`config.mk`:
```
export PLATFORM = sky130hd
export DESIGN_NAME = spi_halt_port
export DESIGN_NICKNAME = d
export VERILOG_FILES = /design/src/spi_halt_pkg.sv /design/src/spi_halt_port.sv
export SDC_FILE = /design/constraint.sdc
export NUM_CORES = 1
export LEC_CHECK = 0
export ABC_AREA = 1
export BUFFER_PORTS_ARGS = -buffer_cell sky130_fd_sc_hd__buf_2
export CAP_MARGIN = 20
export CORE_UTILIZATION = 56
export DETAILED_ROUTE_END_ITERATION = 16
export PLACE_DENSITY = 0.81
export SLEW_MARGIN = 40
export SYNTH_ARGS = -nofsm -noshare
export SYNTH_HDL_FRONTEND = slang
export SYNTH_SLANG_ARGS = --single-unit
```
`constraint.sdc`:
```
create_clock -name aclk -period 4.9 [get_ports aclk]
set_input_delay 0.49 -clock aclk [delete_from_list [all_inputs] [get_ports aclk]]
set_output_delay 0.49 -clock aclk [all_outputs]
set_load 0.03 [all_outputs]
```
`src/spi_halt_pkg.sv`:
```
// Constants for the clock-halt serial port block
package spi_halt_pkg;

	// ----------------------------------------------------------------
	// Register byte offsets
	// ----------------------------------------------------------------
	localparam logic [4:0] CTRL_OFFSET   = 5'h00;
	localparam logic [4:0] DIV_OFFSET    = 5'h04;
	localparam logic [4:0] TXDATA_OFFSET = 5'h08;
	localparam logic [4:0] RXDATA_OFFSET = 5'h0C;
	localparam logic [4:0] STATUS_OFFSET = 5'h10;

	// ----------------------------------------------------------------
	// Control field positions
	// ----------------------------------------------------------------
	localparam int CTRL_ENABLE_BIT  = 0;
	localparam int CTRL_MODE_LSB    = 1;
	localparam int CTRL_TXCP_BIT    = 3;
	localparam int CTRL_RXSP_BIT    = 4;
	localparam int CTRL_TXSP_BIT    = 5;
	localparam int CTRL_SRC_BIT     = 6;
	localparam int CTRL_TXCD_BIT    = 7;
	localparam int CTRL_RXCD_BIT    = 8;
	localparam int CTRL_TXSD_BIT    = 9;
	localparam int CTRL_RXSD_BIT    = 10;
	localparam int CTRL_WIDTH       = 11;

	// ----------------------------------------------------------------
	// Status field positions
	// ----------------------------------------------------------------
	localparam int STAT_BUSY_BIT    = 0;
	localparam int STAT_RXRDY_BIT   = 1;
	localparam int STAT_SEL_BIT     = 2;
	localparam int STAT_SCLK_BIT    = 3;
	localparam int STAT_RXSEL_BIT   = 4;

	// ----------------------------------------------------------------
	// Reset values and sizes
	// ----------------------------------------------------------------
	localparam logic [10:0] CTRL_RESET  = 11'h040;
	localparam logic [7:0]  DIV_RESET   = 8'h01;
	localparam int          WORD_BITS   = 8;
	localparam logic [3:0]  WORD_BITS_C = 4'h8;

	// ----------------------------------------------------------------
	// Clock halt mode codes
	// ----------------------------------------------------------------
	localparam logic [1:0] HALT_NO_DELAY   = 2'h2;
	localparam logic [1:0] HALT_HALF_DELAY = 2'h3;

	localparam logic [1:0] RESP_OKAY   = 2'h0;
	localparam logic [1:0] RESP_SLVERR = 2'h2;

endpackage : spi_halt_pkg

```
`src/spi_halt_port.sv`:
```
// Clock-halt serial port with bit clock generator and AXI4-Lite registers
//
// Functional notes
// Bit clock period is divider plus one generator input periods; the code gives two periods for divider zero.
// High phase is divider/2+1 when even, else (divider+1)/2 periods.
// Low phase is divider/2 when even, else (divider+1)/2 periods; the code gives one period for divider zero.
// Source select one feeds the divider with half the system clock.
// Source select zero feeds the divider from the external sample clock pin.
// Software sets source select and divider to one in slave modes.
// Master with sync polarities set drives an active-low select output.
// Slave inverts the active-low select received before internal use.
// Master drives transmit clock and sync; receive clock and sync are inputs.
// Slave takes all clocks and syncs as inputs.
// Select goes low before the clock, transfer starts on rising edge.
// Transmit bits launch on falling bit clock edges.
// Receive bits are sampled on rising bit clock edges.
// Half-delay mode with polarity zero: select leads by one full period.
// No-delay mode with polarity one: select leads by one high phase.
// Half-delay polarity zero: select holds one low phase after last fall.
// Half-delay mode releases data output at the final falling edge.
// No-delay master releases data output at the final rising edge; the code releases it one idle-level phase into the trail.
// No-delay slave releases data output when select returns high.
// Slave presents first bit when select falls, before any clock edge.
// No-delay mode with polarity zero is also supported.
// Idle master keeps bit clock at idle level and select deasserted.
`timescale 1ns/1ns

module spi_halt_port
	import spi_halt_pkg::*;
(
	input  wire logic        aclk,
	input  wire logic        aresetn,
	input  wire logic [31:0] s_axi_awaddr,
	input  wire logic        s_axi_awvalid,
	output logic             s_axi_awready,
	input  wire logic [31:0] s_axi_wdata,
	input  wire logic [3:0]  s_axi_wstrb,
	input  wire logic        s_axi_wvalid,
	output logic             s_axi_wready,
	output logic [1:0]       s_axi_bresp,
	output logic             s_axi_bvalid,
	input  wire logic        s_axi_bready,
	input  wire logic [31:0] s_axi_araddr,
	input  wire logic        s_axi_arvalid,
	output logic             s_axi_arready,
	output logic [31:0]      s_axi_rdata,
	output logic [1:0]       s_axi_rresp,
	output logic             s_axi_rvalid,
	input  wire logic        s_axi_rready,
	input  wire logic        sample_clock_pin,
	input  wire logic        tx_bit_clock_pin_level,
	output logic             tx_bit_clock_pin_value,
	output logic             tx_bit_clock_pin_oe,
	input  wire logic        tx_sync_pin_level,
	output logic             tx_sync_pin_value,
	output logic             tx_sync_pin_oe,
	input  wire logic        rx_sync_pin,
	input  wire logic        serial_in_pin,
	output logic             serial_out_pin_value,
	output logic             serial_out_pin_oe
);

	typedef enum logic [1:0] {ST_IDLE, ST_LEAD, ST_SHIFT, ST_TRAIL} seq_state_t;

	// ----------------------------------------------------------------
	// Registers
	// ----------------------------------------------------------------
	logic [10:0]     ctrl_reg;
	logic [7:0]      div_reg;
	logic [7:0]      tx_buf_reg;
	logic [7:0]      rx_data_reg;
	logic            rx_ready_reg;
	logic            go_reg;
	logic            aw_hold_reg;
	logic            w_hold_reg;
	logic [4:0]      aw_addr_reg;
	logic [31:0]     w_data_reg;
	logic [3:0]      w_strb_reg;
	logic            bvalid_reg;
	logic [1:0]      bresp_reg;
	logic            rvalid_reg;
	logic [31:0]     rdata_reg;
	logic [1:0]      rresp_reg;
	logic            half_reg;
	logic [2:0]      ext_sync_reg;
	logic [2:0]      clk_sync_reg;
	logic [1:0]      sel_sync_reg;
	logic [1:0]      rxs_sync_reg;
	logic [1:0]      din_sync_reg;
	logic            slave_sel_reg;
	seq_state_t      state_reg;
	logic [8:0]      cnt_reg;
	logic [4:0]      edge_reg;
	logic            sclk_reg;
	logic            sel_reg;
	logic            sout_reg;
	logic            oe_reg;
	logic [7:0]      tx_shift_reg;
	logic [7:0]      rx_shift_reg;
	logic [3:0]      bits_reg;
	logic [8:0]      per_ticks_reg;
	logic            seen_rise_reg;
	logic            samp_reg;

	// ----------------------------------------------------------------
	// Control decode
	// ----------------------------------------------------------------
	wire       enable_w   = ctrl_reg[CTRL_ENABLE_BIT];
	wire [1:0] halt_mode  = ctrl_reg[CTRL_MODE_LSB +: 2];
	wire       txcp_w     = ctrl_reg[CTRL_TXCP_BIT];
	wire       rxsp_w     = ctrl_reg[CTRL_RXSP_BIT];
	wire       txsp_w     = ctrl_reg[CTRL_TXSP_BIT];
	wire       src_w      = ctrl_reg[CTRL_SRC_BIT];
	wire       txcd_w     = ctrl_reg[CTRL_TXCD_BIT];
	wire       rxcd_w     = ctrl_reg[CTRL_RXCD_BIT];
	wire       txsd_w     = ctrl_reg[CTRL_TXSD_BIT];
	wire       rxsd_w     = ctrl_reg[CTRL_RXSD_BIT];
	wire       halt_on_w  = enable_w && halt_mode[1];
	// master drives transmit clock and sync, receive side is input
	wire       master_w   = halt_on_w && txcd_w && txsd_w && !rxcd_w && !rxsd_w;
	// slave when all four direction bits are clear
	wire       slave_w    = halt_on_w && !txcd_w && !txsd_w && !rxcd_w && !rxsd_w;
	wire       half_dly_w = (halt_mode == HALT_HALF_DELAY);

	// ----------------------------------------------------------------
	// Bit clock generator
	// ----------------------------------------------------------------
	wire       ext_rise_w = ext_sync_reg[1] && !ext_sync_reg[2];
	// divider input is half system clock or the external pin
	wire       gen_tick_w = src_w ? half_reg : ext_rise_w;
	wire [8:0] div_ext    = {1'b0, div_reg};
	wire [8:0] div_up     = div_ext + 9'h001;
	// high phase length in input ticks
	wire [8:0] high_len   = (div_reg == 8'h00) ? 9'h001 :
		div_reg[0] ? (div_up >> 1) : ((div_ext >> 1) + 9'h001);
	// low phase length in input ticks
	wire [8:0] low_len    = (div_reg == 8'h00) ? 9'h001 :
		div_reg[0] ? (div_up >> 1) : (div_ext >> 1);
	// full period is high plus low, divider plus one ticks, two ticks for divider zero
	wire [8:0] period_len = high_len + low_len;
	wire [8:0] idle_len   = txcp_w ? high_len : low_len;
	// select lead before the first edge
	wire [8:0] lead_len   = half_dly_w ? period_len : idle_len;
	// select hold after the last edge
	wire [8:0] trail_len  = half_dly_w ? idle_len : period_len;
	wire [8:0] phase_len  = (state_reg == ST_LEAD) ? lead_len :
		(state_reg == ST_TRAIL) ? trail_len : (sclk_reg ? high_len : low_len);
	wire       phase_end  = gen_tick_w && (cnt_reg == phase_len - 9'h001);
	wire       m_edge_w   = phase_end && ((state_reg == ST_LEAD) || (state_reg == ST_SHIFT));
	wire       last_edge  = m_edge_w && (edge_reg == 5'h0F);
	// no-delay release one idle-level phase into the trail
	wire       trail_rel  = (state_reg == ST_TRAIL) && !half_dly_w && gen_tick_w &&
		(cnt_reg == idle_len - 9'h001);

	// ----------------------------------------------------------------
	// Slave select and edge events
	// ----------------------------------------------------------------
	// active-low select is inverted before internal use
	wire       slave_sel_w = sel_sync_reg[1] ^ txsp_w;
	wire       s_rise_w    = clk_sync_reg[1] && !clk_sync_reg[2];
	wire       s_fall_w    = !clk_sync_reg[1] && clk_sync_reg[2];
	wire       s_start_w   = slave_w && slave_sel_w && !slave_sel_reg;
	wire       s_stop_w    = slave_w && !slave_sel_w && slave_sel_reg;
	wire       m_start_w   = master_w && go_reg && (state_reg == ST_IDLE);
	wire       rise_ev     = master_w ? (m_edge_w && !sclk_reg) :
		(slave_w && slave_sel_reg && s_rise_w);
	wire       fall_ev     = master_w ? (m_edge_w && sclk_reg) :
		(slave_w && slave_sel_reg && s_fall_w);
	wire       start_ev    = m_start_w || s_start_w;
	wire       bits_mid    = (bits_reg != 4'h0) && (bits_reg < WORD_BITS_C);
	wire       launch_ev   = fall_ev && bits_mid;
	wire       rise_take   = rise_ev && (bits_reg < WORD_BITS_C);
	// taken one cycle late to cover the input synchroniser
	wire       sample_ev   = samp_reg && (bits_reg < WORD_BITS_C);
	wire       word_done   = sample_ev && (bits_reg == WORD_BITS_C - 4'h1);

	// ----------------------------------------------------------------
	// Register bus decode
	// ----------------------------------------------------------------
	wire        wr_fire   = aw_hold_reg && w_hold_reg && !bvalid_reg;
	wire [31:0] wmask     = {{8{w_strb_reg[3]}}, {8{w_strb_reg[2]}},
		{8{w_strb_reg[1]}}, {8{w_strb_reg[0]}}};
	wire [31:0] ctrl_wide = {21'h000000, ctrl_reg};
	wire [31:0] ctrl_new  = (ctrl_wide & ~wmask) | (w_data_reg & wmask);
	wire        wr_ctrl   = wr_fire && (aw_addr_reg == CTRL_OFFSET);
	// idle level follows a control write with no lag
	wire        idle_lvl_w = wr_ctrl ? ctrl_new[CTRL_TXCP_BIT] : txcp_w;
	wire        wr_div    = wr_fire && (aw_addr_reg == DIV_OFFSET) && w_strb_reg[0];
	wire        wr_tx     = wr_fire && (aw_addr_reg == TXDATA_OFFSET) && w_strb_reg[0];
	wire        wr_ok     = (aw_addr_reg == CTRL_OFFSET) || (aw_addr_reg == DIV_OFFSET) ||
		(aw_addr_reg == TXDATA_OFFSET) || (aw_addr_reg == RXDATA_OFFSET) ||
		(aw_addr_reg == STATUS_OFFSET);
	wire        rd_fire   = s_axi_arvalid && !rvalid_reg;
	wire [4:0]  rd_addr   = s_axi_araddr[4:0];
	wire        rd_hi_ok  = (s_axi_araddr[31:5] == 27'h0000000) && (rd_addr[1:0] == 2'h0);
	wire        wr_hi_ok  = 1'b1;
	wire        rd_rx     = rd_fire && rd_hi_ok && (rd_addr == RXDATA_OFFSET);
	wire [31:0] status_w  = {27'h0000000, (rxs_sync_reg[1] ^ rxsp_w), sclk_reg,
		(sel_reg || slave_sel_reg), rx_ready_reg, (state_reg != ST_IDLE) || go_reg};
	logic [31:0] rd_mux;
	logic        rd_hit;

	always_comb
	begin
		rd_mux = 32'h00000000;
		rd_hit = rd_hi_ok;
		case (rd_addr)
			CTRL_OFFSET:   rd_mux = ctrl_wide;
			DIV_OFFSET:    rd_mux = {24'h000000, div_reg};
			TXDATA_OFFSET: rd_mux = {24'h000000, tx_buf_reg};
			RXDATA_OFFSET: rd_mux = {24'h000000, rx_data_reg};
			STATUS_OFFSET: rd_mux = status_w;
			default:       rd_hit = 1'b0;
		endcase
	end

	assign s_axi_awready = !aw_hold_reg && !bvalid_reg;
	assign s_axi_wready  = !w_hold_reg && !bvalid_reg;
	assign s_axi_bvalid  = bvalid_reg;
	assign s_axi_bresp   = bresp_reg;
	assign s_axi_arready = !rvalid_reg;
	assign s_axi_rvalid  = rvalid_reg;
	assign s_axi_rdata   = rdata_reg;
	assign s_axi_rresp   = rresp_reg;

	// ----------------------------------------------------------------
	// Bus write and read channels
	// ----------------------------------------------------------------
	always_ff @(posedge aclk)
	begin
		if (!aresetn)
		begin
			aw_hold_reg <= 1'b0;
			w_hold_reg  <= 1'b0;
			aw_addr_reg <= 5'h00;
			w_data_reg  <= 32'h00000000;
			w_strb_reg  <= 4'h0;
			bvalid_reg  <= 1'b0;
			bresp_reg   <= RESP_OKAY;
		end
		else
		begin
			if (s_axi_awvalid && s_axi_awready)
			begin
				aw_hold_reg <= 1'b1;
				aw_addr_reg <= (s_axi_awaddr[31:5] == 27'h0000000) ? s_axi_awaddr[4:0] : 5'h1F;
			end
			if (s_axi_wvalid && s_axi_wready)
			begin
				w_hold_reg <= 1'b1;
				w_data_reg <= s_axi_wdata;
				w_strb_reg <= s_axi_wstrb;
			end
			if (wr_fire)
			begin
				aw_hold_reg <= 1'b0;
				w_hold_reg  <= 1'b0;
				bvalid_reg  <= 1'b1;
				bresp_reg   <= (wr_ok && wr_hi_ok) ? RESP_OKAY : RESP_SLVERR;
			end
			else if (bvalid_reg && s_axi_bready)
				bvalid_reg <= 1'b0;
		end
	end

	always_ff @(posedge aclk)
	begin
		if (!aresetn)
		begin
			rvalid_reg <= 1'b0;
			rdata_reg  <= 32'h00000000;
			rresp_reg  <= RESP_OKAY;
		end
		else if (rd_fire)
		begin
			rvalid_reg <= 1'b1;
			rdata_reg  <= rd_hit ? rd_mux : 32'h00000000;
			rresp_reg  <= rd_hit ? RESP_OKAY : RESP_SLVERR;
		end
		else if (rvalid_reg && s_axi_rready)
			rvalid_reg <= 1'b0;
	end

	// ----------------------------------------------------------------
	// Software registers and flags
	// ----------------------------------------------------------------
	always_ff @(posedge aclk)
	begin
		if (!aresetn)
		begin
			ctrl_reg     <= CTRL_RESET;
			div_reg      <= DIV_RESET;
			tx_buf_reg   <= 8'h00;
			go_reg       <= 1'b0;
			rx_data_reg  <= 8'h00;
			rx_ready_reg <= 1'b0;
		end
		else
		begin
			if (wr_ctrl)
				ctrl_reg <= ctrl_new[CTRL_WIDTH-1:0];
			if (wr_div)
				div_reg <= w_data_reg[7:0];
			if (wr_tx)
				tx_buf_reg <= w_data_reg[7:0];
			if (wr_tx && master_w)
				go_reg <= 1'b1;
			else if (m_start_w || !master_w)
				go_reg <= 1'b0;
			// Word completion wins over a clearing read
			if (word_done)
			begin
				rx_data_reg  <= {rx_shift_reg[6:0], din_sync_reg[1]};
				rx_ready_reg <= 1'b1;
			end
			else if (rd_rx)
				rx_ready_reg <= 1'b0;
		end
	end

	// ----------------------------------------------------------------
	// Pin synchronisers and divider input
	// ----------------------------------------------------------------
	always_ff @(posedge aclk)
	begin
		if (!aresetn)
		begin
			half_reg      <= 1'b0;
			ext_sync_reg  <= 3'h0;
			clk_sync_reg  <= 3'h0;
			sel_sync_reg  <= 2'h3;
			rxs_sync_reg  <= 2'h3;
			din_sync_reg  <= 2'h0;
			slave_sel_reg <= 1'b0;
		end
		else
		begin
			half_reg      <= !half_reg;
			ext_sync_reg  <= {ext_sync_reg[1:0], sample_clock_pin};
			clk_sync_reg  <= {clk_sync_reg[1:0], tx_bit_clock_pin_level};
			sel_sync_reg  <= {sel_sync_reg[0], tx_sync_pin_level};
			rxs_sync_reg  <= {rxs_sync_reg[0], rx_sync_pin};
			din_sync_reg  <= {din_sync_reg[0], serial_in_pin};
			slave_sel_reg <= slave_w && slave_sel_w;
		end
	end

	// ----------------------------------------------------------------
	// Master sequencer
	// ----------------------------------------------------------------
	always_ff @(posedge aclk)
	begin
		if (!aresetn || !master_w)
		begin
			state_reg <= ST_IDLE;
			cnt_reg   <= 9'h000;
			edge_reg  <= 5'h00;
			sclk_reg  <= idle_lvl_w;
			sel_reg   <= 1'b0;
		end
		else
		begin
			case (state_reg)
				ST_IDLE:
				begin
					// clock parked at idle level, select off
					sclk_reg <= idle_lvl_w;
					cnt_reg  <= 9'h000;
					edge_reg <= 5'h00;
					// select asserted ahead of any clock edge
					if (m_start_w)
					begin
						sel_reg   <= 1'b1;
						state_reg <= ST_LEAD;
					end
				end
				ST_LEAD, ST_SHIFT:
				begin
					if (phase_end)
					begin
						cnt_reg  <= 9'h000;
						sclk_reg <= !sclk_reg;
						edge_reg <= edge_reg + 5'h01;
						state_reg <= last_edge ? ST_TRAIL : ST_SHIFT;
					end
					else if (gen_tick_w)
						cnt_reg <= cnt_reg + 9'h001;
				end
				ST_TRAIL:
				begin
					if (phase_end)
					begin
						sel_reg   <= 1'b0;
						state_reg <= ST_IDLE;
					end
					else if (gen_tick_w)
						cnt_reg <= cnt_reg + 9'h001;
				end
				default: state_reg <= ST_IDLE;
			endcase
		end
	end

	// ----------------------------------------------------------------
	// Shared shift datapath
	// ----------------------------------------------------------------
	always_ff @(posedge aclk)
	begin
		if (!aresetn)
		begin
			sout_reg     <= 1'b0;
			oe_reg       <= 1'b0;
			tx_shift_reg <= 8'h00;
			rx_shift_reg <= 8'h00;
			bits_reg     <= 4'h0;
			samp_reg     <= 1'b0;
		end
		else if (start_ev)
		begin
			// first bit driven as soon as select is active
			sout_reg     <= tx_buf_reg[7];
			tx_shift_reg <= {tx_buf_reg[6:0], 1'b0};
			oe_reg       <= 1'b1;
			bits_reg     <= 4'h0;
			samp_reg     <= 1'b0;
		end
		else
		begin
			samp_reg     <= rise_take;
			// next bit launched on a falling edge
			if (launch_ev)
			begin
				sout_reg     <= tx_shift_reg[7];
				tx_shift_reg <= {tx_shift_reg[6:0], 1'b0};
			end
			// input sampled on a rising edge
			if (sample_ev)
			begin
				rx_shift_reg <= {rx_shift_reg[6:0], din_sync_reg[1]};
				bits_reg     <= bits_reg + 4'h1;
			end
			// output released at the last edge, one idle-level phase into the trail, or select end
			if ((last_edge && half_dly_w) || trail_rel || s_stop_w || (!master_w && !slave_w))
				oe_reg <= 1'b0;
		end
	end

	// ----------------------------------------------------------------
	// Pin drive
	// ----------------------------------------------------------------
	assign tx_bit_clock_pin_value = sclk_reg;
	assign tx_bit_clock_pin_oe    = master_w;
	// select inverted onto the pin to give active low
	assign tx_sync_pin_value      = sel_reg ^ txsp_w;
	assign tx_sync_pin_oe         = master_w;
	assign serial_out_pin_value   = sout_reg;
	assign serial_out_pin_oe      = oe_reg;

	// ----------------------------------------------------------------
	// Checks
	// ----------------------------------------------------------------
	always_ff @(posedge aclk)
	begin
		if (!aresetn || state_reg == ST_IDLE)
		begin
			per_ticks_reg <= 9'h000;
			seen_rise_reg <= 1'b0;
		end
		else if (rise_ev)
		begin
			per_ticks_reg <= 9'h000;
			seen_rise_reg <= 1'b1;
		end
		else if (gen_tick_w)
			per_ticks_reg <= per_ticks_reg + 9'h001;
	end

	AST_PERIOD: assert property (@(posedge aclk) disable iff (!aresetn)
		master_w && rise_ev && seen_rise_reg |-> per_ticks_reg == period_len - 9'h001)
		else $error("Bit clock period wrong");
	AST_HIGH: assert property (@(posedge aclk) disable iff (!aresetn)
		master_w && fall_ev && state_reg == ST_SHIFT |-> cnt_reg == high_len - 9'h001)
		else $error("High phase length wrong");
	AST_LOW: assert property (@(posedge aclk) disable iff (!aresetn)
		master_w && rise_ev && state_reg == ST_SHIFT |-> cnt_reg == low_len - 9'h001)
		else $error("Low phase length wrong");
	AST_HALF_TICK: assert property (@(posedge aclk) disable iff (!aresetn)
		src_w && $stable(src_w) && gen_tick_w |=> (!gen_tick_w || !src_w) ##1 (gen_tick_w || !src_w))
		else $error("Half clock tick rate wrong");
	AST_SEL_LOW: assert property (@(posedge aclk) disable iff (!aresetn)
		master_w && txsp_w && state_reg != ST_IDLE |-> !tx_sync_pin_value)
		else $error("Select not active low");
	AST_SLAVE_DRIVE: assert property (@(posedge aclk) disable iff (!aresetn)
		s_start_w |=> serial_out_pin_oe && serial_out_pin_value == $past(tx_buf_reg[7]))
		else $error("Slave first bit not driven");
	AST_DIR: assert property (@(posedge aclk) disable iff (!aresetn)
		slave_w |-> !tx_bit_clock_pin_oe && !tx_sync_pin_oe)
		else $error("Slave drives clock or sync");
	AST_LAUNCH: assert property (@(posedge aclk) disable iff (!aresetn)
		oe_reg && $past(oe_reg) && $changed(sout_reg) |-> $past(launch_ev))
		else $error("Data changed off a falling edge");
	AST_SAMPLE: assert property (@(posedge aclk) disable iff (!aresetn)
		$changed(bits_reg) && bits_reg != 4'h0 |-> $past(rise_ev, 2))
		else $error("Sample off a rising edge");
	AST_SLAVE_REL: assert property (@(posedge aclk) disable iff (!aresetn)
		s_stop_w |=> !serial_out_pin_oe)
		else $error("Slave output not released");
	AST_IDLE: assert property (@(posedge aclk) disable iff (!aresetn)
		master_w && state_reg == ST_IDLE |-> sclk_reg == txcp_w && !sel_reg)
		else $error("Idle clock or select wrong");
	AST_MASTER_REL: assert property (@(posedge aclk) disable iff (!aresetn)
		last_edge && half_dly_w |=> !serial_out_pin_oe && state_reg == ST_TRAIL)
		else $error("Master output not released");
	AST_HOLD_DATA: assert property (@(posedge aclk) disable iff (!aresetn)
		master_w && !half_dly_w && last_edge |=> serial_out_pin_oe && state_reg == ST_TRAIL)
		else $error("Data released at the last edge");

endmodule : spi_halt_port

```
==> flow_summary_export.csv, run 1 <==
group,metric,value,unit
status,status,"complete, no violations",
sta,worst_slew_pin_slew,0.711,ns
power,ir_drop,320,uV
routing,vias,7437,
sta,maxSlewHeadroom,52.5,%
power,power.leakage,4.02,nW
clock_tree,clock-sinks,125,
power,power.total,2.43,mW
synthesis,syn_area,7590,sq um
synthesis,synth_area_leaders,"dfxtp_1, nand2_1, a21oi_1",
floorplanning,row_count,42,
sta,fin_tns_setup,0,ns
power,p_per_area,278,nW/um^2
grt,first_global_vias,6887,
floorplanning,fp.dieW,118,um
synthesis,ys_ff_latch,125,
synthesis,avgSynthCellArea,6.80,sq um
grt,grt_use_total,28.3,%
clock_tree,cts-root-buf,"clkbuf_16",
sta,rsz0062_at_grt,"false",
routing,avgRoutedWirePerCell,13.5,um
synthesis,synth_flop_cell,"dfxtp_1",
clock_tree,cts_resized,0,
clock_tree,cts_tree,"yes",
floorplanning,start_util,57.3,%
critical_path,worst_setup_path_start_kind,"flip-flop",
layout,nets,1354,
clock_tree,h-tree-depth,4,
critical_path,crit_arrival,4.74,ns
synthesis,postSynthCellCount,1116,
routing,wirelength,19.0,mm
sta,finClkSkew,0.00754,ns
sta,max_clock_freq,0.225,GHz
synthesis,synth_warnings,0,
clock_tree,numCtsBuffers,17,
layout,syn_to_final_growth,15.2,%
routing,postRouteAntennaNets,0,
layout,drive_gt1_share,18.6,%
floorplanning,die_y,118,um
clock_tree,postCtsSetupBuffers,0,
sta,finalCritPeriodShare,90.9,%
clock_tree,cts_buffer_depth,2,
critical_path,end_kind,"flip-flop",
synthesis,synth_edf_count,1,
critical_path,path_class,"reg -> reg",
critical_path,crit_fanout,12,
synthesis,synthArstFlopShare,0,%
grt,antenna_found_initial,0,
layout,fillerInstances,1186,
sta,setup_viol,0,
synthesis,yosysUniqueCellTypes,59,
synthesis,netlist.area_leader.share,32.7,%
hold_path,hold_class,"in -> reg",
placement,hpwlAfterDp,14.4,mm
grt,grt_max_degree,64,
grt,grt_pass1_wl,32.1,mm
clock_tree,clk_pin_slew,0.06,ns
synthesis,seq_area_frac_synth,33.1,%
routing,first_pass_iters,5,
routing,via_per_inst,5.29,
floorplanning,io_pins,159,
synthesis,yosys.area.top_type,"dfxtp_1",
placement,gp_congestion,0.886,
routing,drtIter0Drc,545,
critical_path,cp.required,5.18,ns
routing,route.detailed.drc,0,
floorplanning,dieArea,14000,sq um
sta,min_period,4.45,ns
clock_tree,cts.hold.buffers_added,0,
clock_tree,worstSkewPairLatency,0.42,ns
placement,port_buffers,112,
sta,drv_slew,0,
floorplanning,core,13200,sq um
flow_run,max_cap_violations,0,
grt,grt_overflow_total,0,
sta,hold_viol,0,
layout,diodes,0,
==> report_power, final <==
group | switching (mW) | internal [mW] | total [mW]
Clock | 0.487 | 0.721 | 1.21
Sequential | 0.0110 | 1.04 | 1.05
Combinational | 0.117 | 0.0564 | 0.173
==> cell usage after synthesis (2+ instances only) <==
library cell and count:
inv_1 130, a221oi_1 4, mux2i_1 5, nor2_2 8, nor2_1 96, nor2_4 6
nor3_1 12, o211ai_1 7, buf_4 28, or2_2 7, o21ai_0 61, nor4_1 15
nand3_1 75, clkbuf_1 21, o22ai_1 3, o21ai_1 6, o2111ai_1 8, buf_2 5
nand2_2 19, or4_1 2, a21oi_2 3, nand3b_1 3, a211oi_1 4, a21oi_1 98
nand2_4 2, nand2_1 240, ha_1 23, o21ai_2 2, xor2_1 17, clkinv_1 2
nand3_2 8, inv_2 15, a31oi_1 2, dfxtp_1 124, nand4_1 28, xnor2_1 4
==> layout by cell type, fill, tap and decap left out, drive strengths merged, types with 2 or more instances in the layout <==
master | Yosys | final
ha | 23 | 23
a31oi | 2 | 2
clkinv | 2 | 8
nor2 | 110 | 110
buf | 36 | 118
nor3 | 14 | 14
dfxtp | 124 | 124
or4 | 2 | 2
a21oi | 101 | 101
o22ai | 3 | 3
xor2 | 17 | 17
nand4 | 29 | 29
nand2 | 261 | 261
a221oi | 4 | 4
clkbuf | 21 | 18
o21ai | 69 | 69
a21boi | 3 | 3
or2 | 8 | 8
a211oi | 4 | 4
nand3b | 3 | 3
inv | 146 | 152
o211ai | 7 | 7
xnor2 | 4 | 4
conb | 1 | 23
o2111ai | 8 | 8
nor4 | 15 | 15
nand3 | 84 | 84
mux2i | 5 | 5
==> metrics by stage <==
| step | hold WS, ns | util [%] | worst slack, ns | cell area (sq um) | instances |
|---|---|---|---|---|---|
| after floorplan | 0.387 | - | 0.916 | 7670 | 1138 |
| after global routing | 0.241 | 66.0 | 0.0541 | 8740 | 1407 |
| after detailed placement | 0.395 | 61.6 | 0.499 | 8160 | 1375 |
| after global placement | 0.395 | 61.6 | 0.555 | 8160 | 1375 |
| after CTS | 0.242 | 65.9 | 0.476 | 8730 | 1407 |
| final | 0.255 | 66.0 | 0.447 | 8740 | 1407 |
==> cell type report <==
class	instances	area [sq um]	area share [%]
multi-input cells	808	4280	48.9
flip-flops and latches	125	2510	28.7
repair buffers	118	606	6.93
inverters	148	558	6.38
clock buffers	18	439	5.02
well taps	176	220	2.52
clock inverters	14	134	1.53
==> logic make-up (layout without fill, tap and decap cells) <==
family,count (synthesis),in the layout,synth area share (%)
other,1,23,0.0494
buffers and inverters,205,298,11.9
and+or+nand+nor,529,529,32.6
AOI/OAI and AO/OA,206,206,15.2
xor gates and xnor gates,21,21,2.42
adders and majority gates,24,24,4.06
DFF,125,125,33.1
muxes,5,5,0.659
==> critical path, stage by stage (launching register included) <==
cell,delay [ns]
dfxtp_1,0.60
inv_2,0.22
ha_1,0.26
nand2_1,0.08
nor2_2,0.05
nand2_4,0.12
nand2_2,0.08
ha_1,0.21
inv_1,0.07
fa_1,0.43
nand2_1,0.09
a21boi_2,0.16
nand2_2,0.11
ha_1,0.29
xnor2_1,0.13
nor2_1,0.10
nand2_1,0.07
inv_1,0.05
nand3_1,0.06
nor2_1,0.08
nand3_1,0.15
nor3_4,0.21
nand2_1,0.09
nor2_2,0.34
o21ai_0,0.13
nand2_1,0.07
a21oi_1,0.05
==> per-layer routing <==
metal	part of all wire, %	vias to the layer above	GRT usage (%)
met3	4.3	43	4.73
li1	-	3834	-
met5	0	-	0
met1	44	3358	34.8
met4	3.2	0	12.6
met2	49	202	48.3
==> final timing paths <==
path / from / end / slack, ns / cells past startpoint
max: div_reg[0]$_SDFFE_PN1P_ / sel_reg$_SDFFE_PP0P_ / 0.45 / 26
max reg2reg: div_reg[0]$_SDFFE_PN1P_ / sel_reg$_SDFFE_PP0P_ / 0.45 / 26
min: tx_bit_clock_pin_level / clk_sync_reg[0]$_SDFF_PN0_ / 0.25 / 3
min reg2reg: din_sync_reg[0]$_SDFF_PN0_ / din_sync_reg[1]$_SDFF_PN0_ / 0.41 / 2
(Power assumes the default switching activity.)
==> run 2, diff against run 1 <==
--- a/config.mk
+++ b/config.mk
@@ -11,5 +11,5 @@
 export CORE_UTILIZATION = 56
 export DETAILED_ROUTE_END_ITERATION = 16
-export PLACE_DENSITY = 0.81
+export PLACE_DENSITY = 0.78
 export SLEW_MARGIN = 40
 export SYNTH_ARGS = -nofsm -noshare
==> constraint.sdc (replaced) <==
create_clock -name aclk -period 4.9 [get_ports aclk]
set_input_delay 1.47 -clock aclk [delete_from_list [all_inputs] [get_ports aclk]]
set_output_delay 1.47 -clock aclk [all_outputs]
set_load 0.03 [all_outputs]
==> flow_summary_export.csv, run 2 (synthesis gave the netlist of run 1 again) <==
group,metric,value,unit
clock_tree,cts.hold.buffers_added,0,
layout,multi_input_area,4280,sq um
clock_tree,h-tree-depth,4,
layout,final_common_cell,"nand2_1",
grt,antenna_found_initial,0,
grt,grt_use_total,28.3,%
clock_tree,clock-sinks,125,
floorplanning,row_count,42,
clock_tree,cts_tree,"yes",
critical_path,reg2reg_slack,0.45,ns
sta,maxSlewHeadroom,52.1,%
sta,rsz0062_at_grt,"false",
sta,fin_hold_ws,0.408,ns
layout,fillerInstances,1223,
clock_tree,cts_resized,0,
clock_tree,numCtsBuffers,17,
clock_tree,cts-root-buf,"clkbuf_16",
floorplanning,dieArea,14000,sq um
routing,wl_met1,8.62,mm
placement,port_buffers,112,
sta,finClkSkew,0.00529,ns
routing,drtIter0Drc,503,
sta,finalCritPeriodShare,90.9,%
clock_tree,postCtsSetupBuffers,0,
critical_path,end_kind,"flip-flop",
layout,finalNonFillerCells,1406,
sta,min_period,4.45,ns
placement,dp_cells,1375,
floorplanning,fp.dieW,118,um
power,p_per_area,290,nW/um^2
grt,grt_max_degree,63,
clock_tree,worstSkewPairLatency,0.42,ns
grt,grt_pass1_wl,32.0,mm
layout,nets,1354,
critical_path,path_class,"reg -> reg",
hold_path,hold_path_depth,1,
sta,worst_slew_pin_slew,0.716,ns
routing,vias,7464,
grt,first_global_vias,6832,
critical_path,crit_fanout,12,
floorplanning,start_util,57.3,%
floorplanning,core,13200,sq um
sta,fin_tns_setup,0,ns
status,violations,"design-rule violations",
layout,drive_gt1_share,18.5,%
critical_path,reg2reg_depth,27,
placement,gp_congestion,0.870,
floorplanning,io_pins,159,
sta,max_clock_freq,0.225,GHz
critical_path,cp.required,5.19,ns
power,power_frac_seq,41.3,%
routing,postRouteAntennaNets,0,
layout,diodes,0,
routing,via_per_inst,5.31,
routing,first_pass_iters,11,
layout,layout_common_cells,"nand2_1, inv_1, dfxtp_1, buf_2, a21oi_1",
grt,grt_overflow_total,0,
critical_path,worst_setup_path_start_kind,"flip-flop",
routing,routed.top_layer,"met4",
clock_tree,clk_pin_slew,0.06,ns
layout,syn_to_final_growth,15.9,%
power,cellInternalPower,1.97,mW
power,p_switching,579,uW
routing,routed-wl-met2,9.13,mm
routing,avgRoutedWirePerCell,13.6,um
sta,drv_slew,0,
power,comb_power_share,6.9,%
routing,route.detailed.drc,1,
floorplanning,die_y,118,um
power,swShare,22.7,%
layout,ff_latch_area,2510,sq um
flow_run,max_cap_violations,0,
clock_tree,cts_buffer_depth,2,
placement,hpwlAfterDp,14.4,mm
sta,hold_viol,0,
sta,setup_viol,0,
critical_path,crit_arrival,4.74,ns
routing,wirelength,19.1,mm
power,power_frac_clock,51.8,%
hold_path,hold_class,"reg -> reg",
power,power.leakage,4.04,nW
routing,wl_met3,894,um
status,status,"finished, violations left",
power,ir_drop,322,uV
[run 2: cell type report]
cell class,instances,share of cell area (%)
clock buffer,20,5.19
clock inverter,11,1.89
inverter,148,6.35
multi-input combinational,808,48.6
sequential,125,28.6
tap,176,2.50
timing repair buffer,118,6.89
[run 2: through the flow]
stage	power [mW]	instance area (sq um)	setup slack [ns]	utilization, %
6_report	2.55	8790	0.448	66.4
5_1_grt	2.62	8790	0.0446	66.4
4_1_cts	2.56	8780	0.489	66.3
3_5_place_dp	1.25	8160	0.508	61.6
3_3_place_gp	1.24	8160	0.561	61.6
2_1_floorplan	1.20	7670	0.916	-
[run 2: final timing paths]
check	from	end
hold / removal	half_reg$_SDFF_PN0_	half_reg$_SDFF_PN0_
setup reg to reg	div_reg[0]$_SDFFE_PN1P_	sel_reg$_SDFFE_PP0P_
hold reg to reg	half_reg$_SDFF_PN0_	half_reg$_SDFF_PN0_
setup / recovery	div_reg[0]$_SDFFE_PN1P_	sel_reg$_SDFFE_PP0P_
[run 2: power by group through the flow]
stage / Sequential (mW) / Combinational, mW / Clock (mW)
after floorplan: 1.08 / 0.123 / 0
after global placement: 1.07 / 0.170 / 0
after detailed placement: 1.07 / 0.173 / 0
after CTS: 1.05 / 0.174 / 1.33
after global routing: 1.06 / 0.195 / 1.37
final: 1.05 / 0.175 / 1.32
[run 2: critical path, cell delays in order (launching register included)]
cell and delay (ns):
dfxtp_1 0.59, inv_2 0.22, ha_1 0.26, nand2_1 0.08
nor2_2 0.05, nand2_4 0.12, nand2_2 0.07, ha_1 0.20
inv_1 0.08, fa_1 0.43, nand2_1 0.09, nand3_1 0.09
nand2_1 0.08, nand2_2 0.09, ha_1 0.30, xnor2_1 0.12
nor2_1 0.10, nand2_1 0.06, inv_1 0.05, nand3_1 0.06
nor2_1 0.09, nand3_1 0.17, nor3_4 0.21, nand2_1 0.09
nor2_2 0.36, o21ai_0 0.14, nand2_1 0.08, a21oi_1 0.05
[run 2: routing by layer]
| metal | track usage, % | vias up |
|---|---|---|
| li1 | - | 3824 |
| met1 | 35.8 | 3395 |
| met2 | 49.0 | 211 |
| met3 | 4.54 | 34 |
| met4 | 9.49 | 0 |
| met5 | 0 | - |
